### src/pkg/rbs_pkg.sv
// Purpose: shared constants for the r-bus source and stack register block
// Assumes: words numbered 0 (msb) to 15 (lsb), as the processor numbers them
// Notes: select codes are the 4-bit r-bus field of the microinstruction
package rbs_pkg;
  localparam int RBS_WORD_W = 16;
  localparam int RBS_SEL_W = 4;
  localparam int RBS_FILL_W = 3;
  localparam int RBS_SLOT_W = 2;
  // r-bus select codes
  localparam logic [3:0] RBS_SEL_UPPER_BOUND = 4'h0;
  localparam logic [3:0] RBS_SEL_FILL_COUNT = 4'h1;
  localparam logic [3:0] RBS_SEL_CEILING = 4'h2;
  localparam logic [3:0] RBS_SEL_MEM_SLOT = 4'h3;
  localparam logic [3:0] RBS_SEL_PREADD = 4'h4;
  localparam logic [3:0] RBS_SEL_HOLD = 4'h5;
  localparam logic [3:0] RBS_SEL_OFFSET = 4'h6;
  localparam logic [3:0] RBS_SEL_COND_OFFSET = 4'h7;
  localparam logic [3:0] RBS_SEL_FOURTH = 4'h8;
  localparam logic [3:0] RBS_SEL_THIRD = 4'h9;
  localparam logic [3:0] RBS_SEL_SECOND = 4'ha;
  localparam logic [3:0] RBS_SEL_TOP = 4'hb;
  localparam logic [3:0] RBS_SEL_SCRATCH_ONE = 4'hc;
  localparam logic [3:0] RBS_SEL_SCRATCH_ZERO = 4'hd;
  localparam logic [3:0] RBS_SEL_UPSTREAM = 4'he;
  localparam logic [3:0] RBS_SEL_ZERO = 4'hf;
  // field positions
  localparam int RBS_INDEX_BIT = 4;
  localparam int RBS_COPY_HI = 14;
  localparam int RBS_COPY_LO = 15;
  localparam int RBS_SERIAL_OUT_BIT = 0;
  // slot offsets above the mapped index
  localparam logic [1:0] RBS_OFS_TOP = 2'h0;
  localparam logic [1:0] RBS_OFS_SECOND = 2'h1;
  localparam logic [1:0] RBS_OFS_THIRD = 2'h2;
  localparam logic [1:0] RBS_OFS_FOURTH = 2'h3;
  // values after reset
  localparam logic [0:15] RBS_WORD_RST = 16'h0000;
  localparam logic [2:0] RBS_FILL_RST = 3'h0;
  localparam logic [1:0] RBS_SLOT_RST = 2'h0;
endpackage

### src/core/rbs_source_regs.sv
// Purpose: r-bus operand register, its sources and the mirrored stack slots
// Assumes: one clock, microinstruction fields valid every cycle
// Notes: all 16-bit words use [0:15] numbering, bit 0 the most significant
`timescale 1ns/10ps

// Behaviour
// - code 0100 loads pre-adder result
// - code 0000 loads program upper bound
// - code 1011 reads slot at mapped index
// - code 1010 reads mapped index plus one
// - code 1001 reads mapped index plus two
// - code 1000 reads mapped index plus three
// - code 0101 holds operand register
// - 1101 scratch zero, 1100 scratch one
// - 0001 loads fill count, rest zero
// - code 1110 loads upstream word bus
// - code 0110 loads offset word
// - 0111 loads offset or zero by bit4
// - code 0010 loads stack ceiling
// - eight slots, two groups, always equal
// - namer builds mapped index from state
// - scratch one shifts left, serial in/out
// - copy bits load with scratch one only
// - 0011 adds copy bits to rotation
// - code 1111 loads all zeros
// - three-bit fill count of occupied slots
module rbs_source_regs
  import rbs_pkg::*;
#(
  parameter int WORD_W = RBS_WORD_W
) (
  // clock and reset
  input wire logic core_clk,
  input wire logic rst_n,
  // microinstruction fields
  input wire logic [3:0] hold_result_word_select,
  input wire logic [0:15] current_instr,
  // data sources from elsewhere in the processor
  input wire logic [0:15] preadd_word,
  input wire logic [0:15] upstream_word_bus,
  input wire logic [0:15] store_word,
  // register loads from the store decoder
  input wire logic load_upper_bound,
  input wire logic load_ceiling,
  input wire logic load_offset,
  input wire logic load_scratch_zero,
  input wire logic load_scratch_one,
  input wire logic shift_scratch_one,
  input wire logic scratch_one_serial_in,
  input wire logic slot_write,
  input wire logic [1:0] slot_write_index,
  // stack bookkeeping controls
  input wire logic fill_inc,
  input wire logic fill_dec,
  input wire logic fill_clear,
  input wire logic rotation_inc,
  input wire logic [1:0] sside_read_index,
  // results
  output logic [0:15] operand_word,
  output logic [0:15] sside_slot_word,
  output logic [2:0] stack_fill_count,
  output logic [1:0] slot_rotation,
  output logic [1:0] mapped_slot_index,
  output logic scratch_one_serial_out
);

  // state
  logic [0:15] operand_reg;
  logic [0:15] operand_next;
  logic [0:15] upper_bound_reg;
  logic [0:15] ceiling_reg;
  logic [0:15] offset_word_reg;
  logic [0:15] scratch_zero_reg;
  logic [0:15] scratch_one_reg;
  logic [1:0] scratch_one_copy_reg;
  logic [2:0] fill_reg;
  logic [2:0] fill_next;
  logic [1:0] rotation_reg;
  logic [1:0] mapped_reg;
  logic [0:15] sside_reg;
  logic [0:15] slot_rside [4];
  logic [0:15] slot_sside [4];

  // namer: rotation, plus copy bits for memory slot fetch
  wire logic is_mem_fetch = (hold_result_word_select == RBS_SEL_MEM_SLOT);
  wire logic [1:0] copy_add = is_mem_fetch ? scratch_one_copy_reg : 2'h0;
  wire logic [1:0] mapped_slot = rotation_reg + copy_add;

  // position of the requested element above the mapped index
  wire logic [1:0] slot_offset =
    (hold_result_word_select == RBS_SEL_SECOND) ? RBS_OFS_SECOND :
    (hold_result_word_select == RBS_SEL_THIRD) ? RBS_OFS_THIRD :
    (hold_result_word_select == RBS_SEL_FOURTH) ? RBS_OFS_FOURTH : RBS_OFS_TOP;
  // no check against fill count; a short stack just reads the slot
  wire logic [1:0] read_slot = mapped_slot + slot_offset;
  wire logic [0:15] slot_word = slot_rside[read_slot];

  // fill count placed in bits 0 to 2, the rest zero
  wire logic [0:15] fill_word = {fill_reg, 13'h0000};
  wire logic [0:15] cond_offset =
    current_instr[RBS_INDEX_BIT] ? offset_word_reg : 16'h0000;

  // operand source selection
  always_comb begin
    case (hold_result_word_select)
      RBS_SEL_UPPER_BOUND: operand_next = upper_bound_reg;
      RBS_SEL_FILL_COUNT: operand_next = fill_word;
      RBS_SEL_CEILING: operand_next = ceiling_reg;
      RBS_SEL_MEM_SLOT: operand_next = slot_word;
      RBS_SEL_PREADD: operand_next = preadd_word;
      RBS_SEL_HOLD: operand_next = operand_reg;
      RBS_SEL_OFFSET: operand_next = offset_word_reg;
      RBS_SEL_COND_OFFSET: operand_next = cond_offset;
      RBS_SEL_FOURTH: operand_next = slot_word;
      RBS_SEL_THIRD: operand_next = slot_word;
      RBS_SEL_SECOND: operand_next = slot_word;
      RBS_SEL_TOP: operand_next = slot_word;
      RBS_SEL_SCRATCH_ONE: operand_next = scratch_one_reg;
      RBS_SEL_SCRATCH_ZERO: operand_next = scratch_zero_reg;
      RBS_SEL_UPSTREAM: operand_next = upstream_word_bus;
      default: operand_next = 16'h0000;
    endcase
  end

  // fill count: clear wins; increment and decrement together leave the count unchanged
  always_comb begin
    if (fill_clear) begin
      fill_next = RBS_FILL_RST;
    end else if (fill_inc && !fill_dec) begin
      fill_next = fill_reg + 3'h1;
    end else if (fill_dec && !fill_inc) begin
      fill_next = fill_reg - 3'h1;
    end else begin
      fill_next = fill_reg;
    end
  end

  // operand register, once per microcycle
  always_ff @(posedge core_clk) begin
    if (!rst_n) begin
      operand_reg <= RBS_WORD_RST;
    end else begin
      operand_reg <= operand_next;
    end
  end

  // stack bookkeeping and registered namer output
  always_ff @(posedge core_clk) begin
    if (!rst_n) begin
      fill_reg <= RBS_FILL_RST;
      rotation_reg <= RBS_SLOT_RST;
      mapped_reg <= RBS_SLOT_RST;
    end else begin
      fill_reg <= fill_next;
      rotation_reg <= rotation_reg + {1'b0, rotation_inc};
      mapped_reg <= mapped_slot;
    end
  end

  // plain source registers loaded from the store word
  always_ff @(posedge core_clk) begin
    if (!rst_n) begin
      upper_bound_reg <= RBS_WORD_RST;
      ceiling_reg <= RBS_WORD_RST;
      offset_word_reg <= RBS_WORD_RST;
      scratch_zero_reg <= RBS_WORD_RST;
    end else begin
      if (load_upper_bound) upper_bound_reg <= store_word;
      if (load_ceiling) ceiling_reg <= store_word;
      if (load_offset) offset_word_reg <= store_word;
      if (load_scratch_zero) scratch_zero_reg <= store_word;
    end
  end

  // scratch one: load wins over shift; copy bits only follow a load
  always_ff @(posedge core_clk) begin
    if (!rst_n) begin
      scratch_one_reg <= RBS_WORD_RST;
      scratch_one_copy_reg <= RBS_SLOT_RST;
    end else if (load_scratch_one) begin
      scratch_one_reg <= store_word;
      scratch_one_copy_reg <= store_word[RBS_COPY_HI:RBS_COPY_LO];
    end else if (shift_scratch_one) begin
      scratch_one_reg <= {scratch_one_reg[1:15], scratch_one_serial_in};
    end
  end

  // mirrored slot groups, one write updates both copies
  always_ff @(posedge core_clk) begin
    if (!rst_n) begin
      for (int i = 0; i < 4; i++) begin
        slot_rside[i] <= RBS_WORD_RST;
        slot_sside[i] <= RBS_WORD_RST;
      end
    end else if (slot_write) begin
      slot_rside[slot_write_index] <= store_word;
      slot_sside[slot_write_index] <= store_word;
    end
  end

  // s-side group read port
  always_ff @(posedge core_clk) begin
    if (!rst_n) begin
      sside_reg <= RBS_WORD_RST;
    end else begin
      sside_reg <= slot_sside[sside_read_index];
    end
  end

  // outputs straight from flip-flops
  assign operand_word = operand_reg;
  assign sside_slot_word = sside_reg;
  assign stack_fill_count = fill_reg;
  assign slot_rotation = rotation_reg;
  assign mapped_slot_index = mapped_reg;
  assign scratch_one_serial_out = scratch_one_reg[RBS_SERIAL_OUT_BIT];

endmodule // rbs_source_regs

### config.mk
export PLATFORM = sky130hd
export DESIGN_NAME = rbs_source_regs
export DESIGN_NICKNAME = d
export VERILOG_FILES = /design/src/pkg/rbs_pkg.sv /design/src/core/rbs_source_regs.sv
export SDC_FILE = /design/constraint.sdc
export NUM_CORES = 1
export LEC_CHECK = 0
export BUFFER_PORTS_ARGS = -buffer_cell sky130_fd_sc_hd__buf_2
export CAP_MARGIN = 40
export CELL_PAD_IN_SITES_DETAIL_PLACEMENT = 2
export CELL_PAD_IN_SITES_GLOBAL_PLACEMENT = 2
export CORE_MARGIN = 10
export CORE_UTILIZATION = 39
export DETAILED_ROUTE_END_ITERATION = 10
export GPL_TIMING_DRIVEN = 1
export PLACE_DENSITY_LB_ADDON = 0.12
export RECOVER_POWER = 25
export REMOVE_ABC_BUFFERS = 1
export SLEW_MARGIN = 40
export SYNTH_ARGS = -nofsm -noshare
export SYNTH_HDL_FRONTEND = slang
export SYNTH_SLANG_ARGS = --single-unit
### constraint.sdc
create_clock -name core_clk -period 8.3 [get_ports core_clk]
set_input_delay 0.415 -clock core_clk [delete_from_list [all_inputs] [get_ports core_clk]]
set_output_delay 0.415 -clock core_clk [all_outputs]
set_load 0.03 [all_outputs]
# Yosys cells after proc, flatten, opt, wreduce, memory -nomap -nowiden
# Memories as Yosys holds them, arrays and structs flattened. A register that Yosys moved wholly into a read port is not among the register bits.
# Index checks and enable logic that the tools add are counted.
# totals
inputBits	86
mem_bits_rw	128
word_cells	64
output_inout_bits	40
mem_count	2
reg_bits	105
# op_classes
bitwise	1
mux	20
reduce_logical	12
add_sub_neg	5
n_eq_ne	14
# mem_list
memory	words	width	rd	rd_clocked_by_memory_dff	write_ports	line	rtl
slot_rside	4	16	1	0	4	rbs_source_regs.sv:81	logic [0:15] slot_rside [4];
slot_sside	4	16	1	1	4	rbs_source_regs.sv:82	logic [0:15] slot_sside [4];
# ops
cell	n
$pmux 16 s11	1
$mux 16	5
$reduce_or 16->1	2
$eq 4x4->1 const B	7
$eq 4x3->1 const B	4
$mux 2	6
$eq 4x2->1 const B	2
$mux 1	6
$mux 3	2
$reduce_or 5->1	1
$add 2x2->2	2
$eq 4x1->1 const B	1
$logic_not 4->1	1
$reduce_bool 2->1	2
$add 3x1->3 const B	1
$logic_not 1->1	3
$sub 3x1->3 const B	1
$add 2x1->2	1
$logic_and 1x1->1	2
$reduce_or 2->1	1
$not 1->1	1

# Longest topological paths before layout
# An unclocked memory read counts as a cell.
# logic_depth
ltp_word	7
ltp_mapped	11
mapped_depth_nobuf	8

# Least setup slack after synthesis
# Ideal clock, no wire load.
# synth_path
path_type	input-to-reg
from	input port hold_result_word_select[0]
to	register operand_reg, in the netlist operand_word[2]
t_required_ns	8.183
arrival_time_ns	3.400
cell_stages	10
setup_slack_ns	4.783
path_buffers	5
setup_time_ns	0.117
path_cell_list	buf_2 buf_1 clkbuf_1 and3_1 ha_1 ha_1 clkbuf_1 clkbuf_1 mux4_1 a22o_1
# synth_via
word_cells_on_any_way	24
# synth_rtl
element	line	rtl
start, declared	rbs_source_regs.sv:36	input wire logic [3:0] hold_result_word_select,
$eq 4x2->1	rbs_source_regs.sv:85	wire logic is_mem_fetch = (hold_result_word_select == RBS_SEL_MEM_SLOT);
$mux 2	rbs_source_regs.sv:86	wire logic [1:0] copy_add = is_mem_fetch ? scratch_one_copy_reg : 2'h0;
$add 2x2->2	rbs_source_regs.sv:87	wire logic [1:0] mapped_slot = rotation_reg + copy_add;
named net mapped_slot[0]	rbs_source_regs.sv:87	
$add 2x2->2	rbs_source_regs.sv:95	wire logic [1:0] read_slot = mapped_slot + slot_offset;
$mem_v2 4x16	n/a	
$pmux 16 s11	rbs_source_regs.sv:105	case (hold_result_word_select)
end signal, assigned	rbs_source_regs.sv:143	operand_reg <= operand_next;
end, declared	rbs_source_regs.sv:68	logic [0:15] operand_reg;
# The timed path passes the listed nets, and every way through them passes these cells.
# A chain may end at the register's enable or synchronous reset.

# Worst setup path in the final report
# layout_path
from	input port rst_n
to	register fill_reg[2], in the netlist stack_fill_count[2]
# layout_via
elab_chain_cells	2
# layout_rtl
element	line	rtl
start, declared	rbs_source_regs.sv:34	input wire logic rst_n,
$not 1->1 (no line)	n/a	
$reduce_or 2->1 (no line)	n/a	
end signal, assigned	rbs_source_regs.sv:154	fill_reg <= fill_next;
end, declared	rbs_source_regs.sv:76	logic [2:0] fill_reg;
# No other way between the ends.

==> out/summary.txt <==
CP Capture Type: flop
Violated checks: capacitance limit, slew limit
Die area: 29,300 sq um
WP data required: 8.66 ns
Min-delay src: fill_clear
CTS tree: done
EDFF count, synth: 64
Synth area leaders: dfxtp_1, edfxtp_1, mux2i_1, and2_1, mux4_2
Largest register FFs: 48
Peak supply drop: 0.128 mV
Leak pwr: 4.23 nW
GPL Wtd Cong: 0.782
Avg WL per Cell: 26.6 um
Final total power: 0.00217 W
Total GRT Usage: 21.0%
Worst setup margin: 3.35 ns
Most common cell after layout, fill and taps aside: dfxtp_1
Post-CTS sizing: 0
Number of vias per cell: 5.72
Worst-Margin Slew: 3.54 ns
Final wirelength: 30.2 mm
Slew Viols, Final: 144
Synth cell types: 58
Worst-path maximum fanout: 94
Reg2Reg Depth: 5
Clk_lat worst skew: 0.44 ns
Die height: 171 um
Layout net count: 930
# DRC: 0
Crit path arrival time: 5.31 ns
First-pass GRT wire length: 46.1 mm
ANT cells: 0
Num CTS Buffers: 17
Hold Fails Final Rpt: 0
Final setup fails: 0
Max Freq: 202 MHz
Hold depth: 3
Core area: 22,600 sq um
Vias in the first global route: 7,426
Post-CTS Hold Fix Bufs: 0
Maxcap violations: 2
Normalized max-slew margin: -136%
Initial antenna violation count: 0
Top FF cell, synth: dfxtp_1
Tmin final: 4.95 ns
Routed vias: 6,502
Reg2reg setup slack: 5.74 ns
H-tree Lvls: 4
Longest Clk Path Bufs: 2
Hold endpoint: stack_fill_count[2]
Initial Util: 39.5%
Detailed Place HPWL: 20.2 mm
Yosys top cell area share: 27.2%
Ports: 126
Reg2reg end: operand_word[4]
Hold Path Class: in2reg
Status: complete, but fails checks
Sequential area share after synthesis: 48.8%
Unrepaired setup endpoints after global routing: false
Share of layout cells above drive strength 1: 21.6%
Sum Neg Setup Slack: 0 ns
Most frequent cells in the layout: dfxtp_1, buf_2, mux2i_1, and2_1, nor2b_1
Antenna Nets Post-Route: 0
Final period util: 59.6%
Row count: 55
Fin Clk Skew: 0.0138 ns
Clock Pin Slew Worst Setup and Hold Paths: 0.08 ns
Die width: 171 um
Startpoint Class: input pin
DRT Pass-1 Iters: 4
Yosys warns: 0
PwrDens: 213 nW/um^2
Critical path type: in2reg
Initial DRC Count: 345
Mapped Cells: 762
Largest net degree at the start of global routing: 95
Post-CTS Setup Bufs: 0
CTS sink count: 185
Biggest register: slot_sside
Worst flop-to-flop path startpoint: scratch_one_copy_reg[0]
Area leader, netlist: dfxtp_1
Synth Cell Area: 8910 sq um
# port buffers: 110
Root buffer selected by CTS: clkbuf_16
Synth async-reset ratio: 0%
Area Growth Syn to Fin: 14.5%
Syn Area/Cell: 11.7 sq um
Grt ovf: 0
Worst slack at placement: 4.34 ns
#FFs+latches synth: 185
stage by stage:
step	cell area, sq um	hold WS, ns	std cells	util, %
3_3_place_gp	9630	0.478	1105	42.7
4_1_cts	10200	0.301	1137	45.2
2_1_floorplan	8660	0.451	702	-
6_report	10200	0.318	1137	45.2
3_5_place_dp	9650	0.486	1105	42.8
5_1_grt	10200	0.331	1137	45.2
how the worst max path moves through the flow:
stage | startpoint | to | slack (ns) | cells after the start
after global routing | rst_n | stack_fill_count[2] | 2.71 | 4
after floorplan | hold_result_word_select[3] | operand_word[0] | 5.51 | 6
final | rst_n | stack_fill_count[2] | 3.35 | 4
after detailed placement | hold_result_word_select[1] | operand_word[2] | 4.34 | 8
after global placement | hold_result_word_select[1] | operand_word[4] | 4.20 | 8
after CTS | hold_result_word_select[1] | operand_word[2] | 4.82 | 8
cells in the mapped netlist, types with 3 or more instances:
cell type and instances:
dfxtp_1 121, mux2i_1 96, and2_1 88, nor2b_1 68
edfxtp_1 64, clkbuf_1 44, nand2_1 26, o21ai_0 24
and3_1 21, mux4_2 20, a22o_1 17, a22oi_1 16
nor2_1 15, mux4_1 13, a21oi_1 12, nand2b_1 8
nand3_1 8, buf_1 7, nor3b_1 7, o211ai_1 7
buf_2 6, mux2_2 6, nand3b_1 6, a221oi_1 5
xor2_1 5, a32oi_1 4, ha_1 4, a21boi_0 3
nor3_1 3, o22ai_1 3
cell families (layout without fill, tap and decap cells):
kind of cell    after synthesis  in the layout  synth area share [%]
xor+xnor                      7              7                 0.857
compound gates              109            109                  8.75
flops                       185            185                  48.8
buf+inv                      62            152                  2.91
fa+ha+maj                     5              5                 0.787
mux                         135            135                  20.4
simple gates                259            259                  17.5
final cells by class:
class	instances	area, sq um
sequential	185	4340
clock inverter	15	134
tap	285	357
clock buffer	17	425
timing repair buffer	118	606
fill	2315	12400
multi-input combinational	515	4330
inverter	2	7.51
report_power, final:
group | total (W) | internal, W | switching (W) | leakage (nW)
logic | 0.000332 | 0.000136 | 0.000196 | 2.33
clock network | 0.000798 | 0.000396 | 0.000402 | 0.275
registers | 0.00104 | 0.00100 | 0.0000394 | 1.62
metal layers:
metal / up-vias / global-route usage [%] / wire, um
met5: - / 0 / 0
met3: 24 / 3.39 / 1090
li1: 2950 / - / -
met4: 0 / 5.75 / 412
met1: 3390 / 25.8 / 13200
met2: 138 / 37.3 / 15500
worst max-delay path, cell delays in order:
cell	delay [ns]
clkbuf_1	1.49
clkbuf_1	2.59
nand2b_1	0.46
a21oi_1	0.28
(Power assumes the default switching activity.)
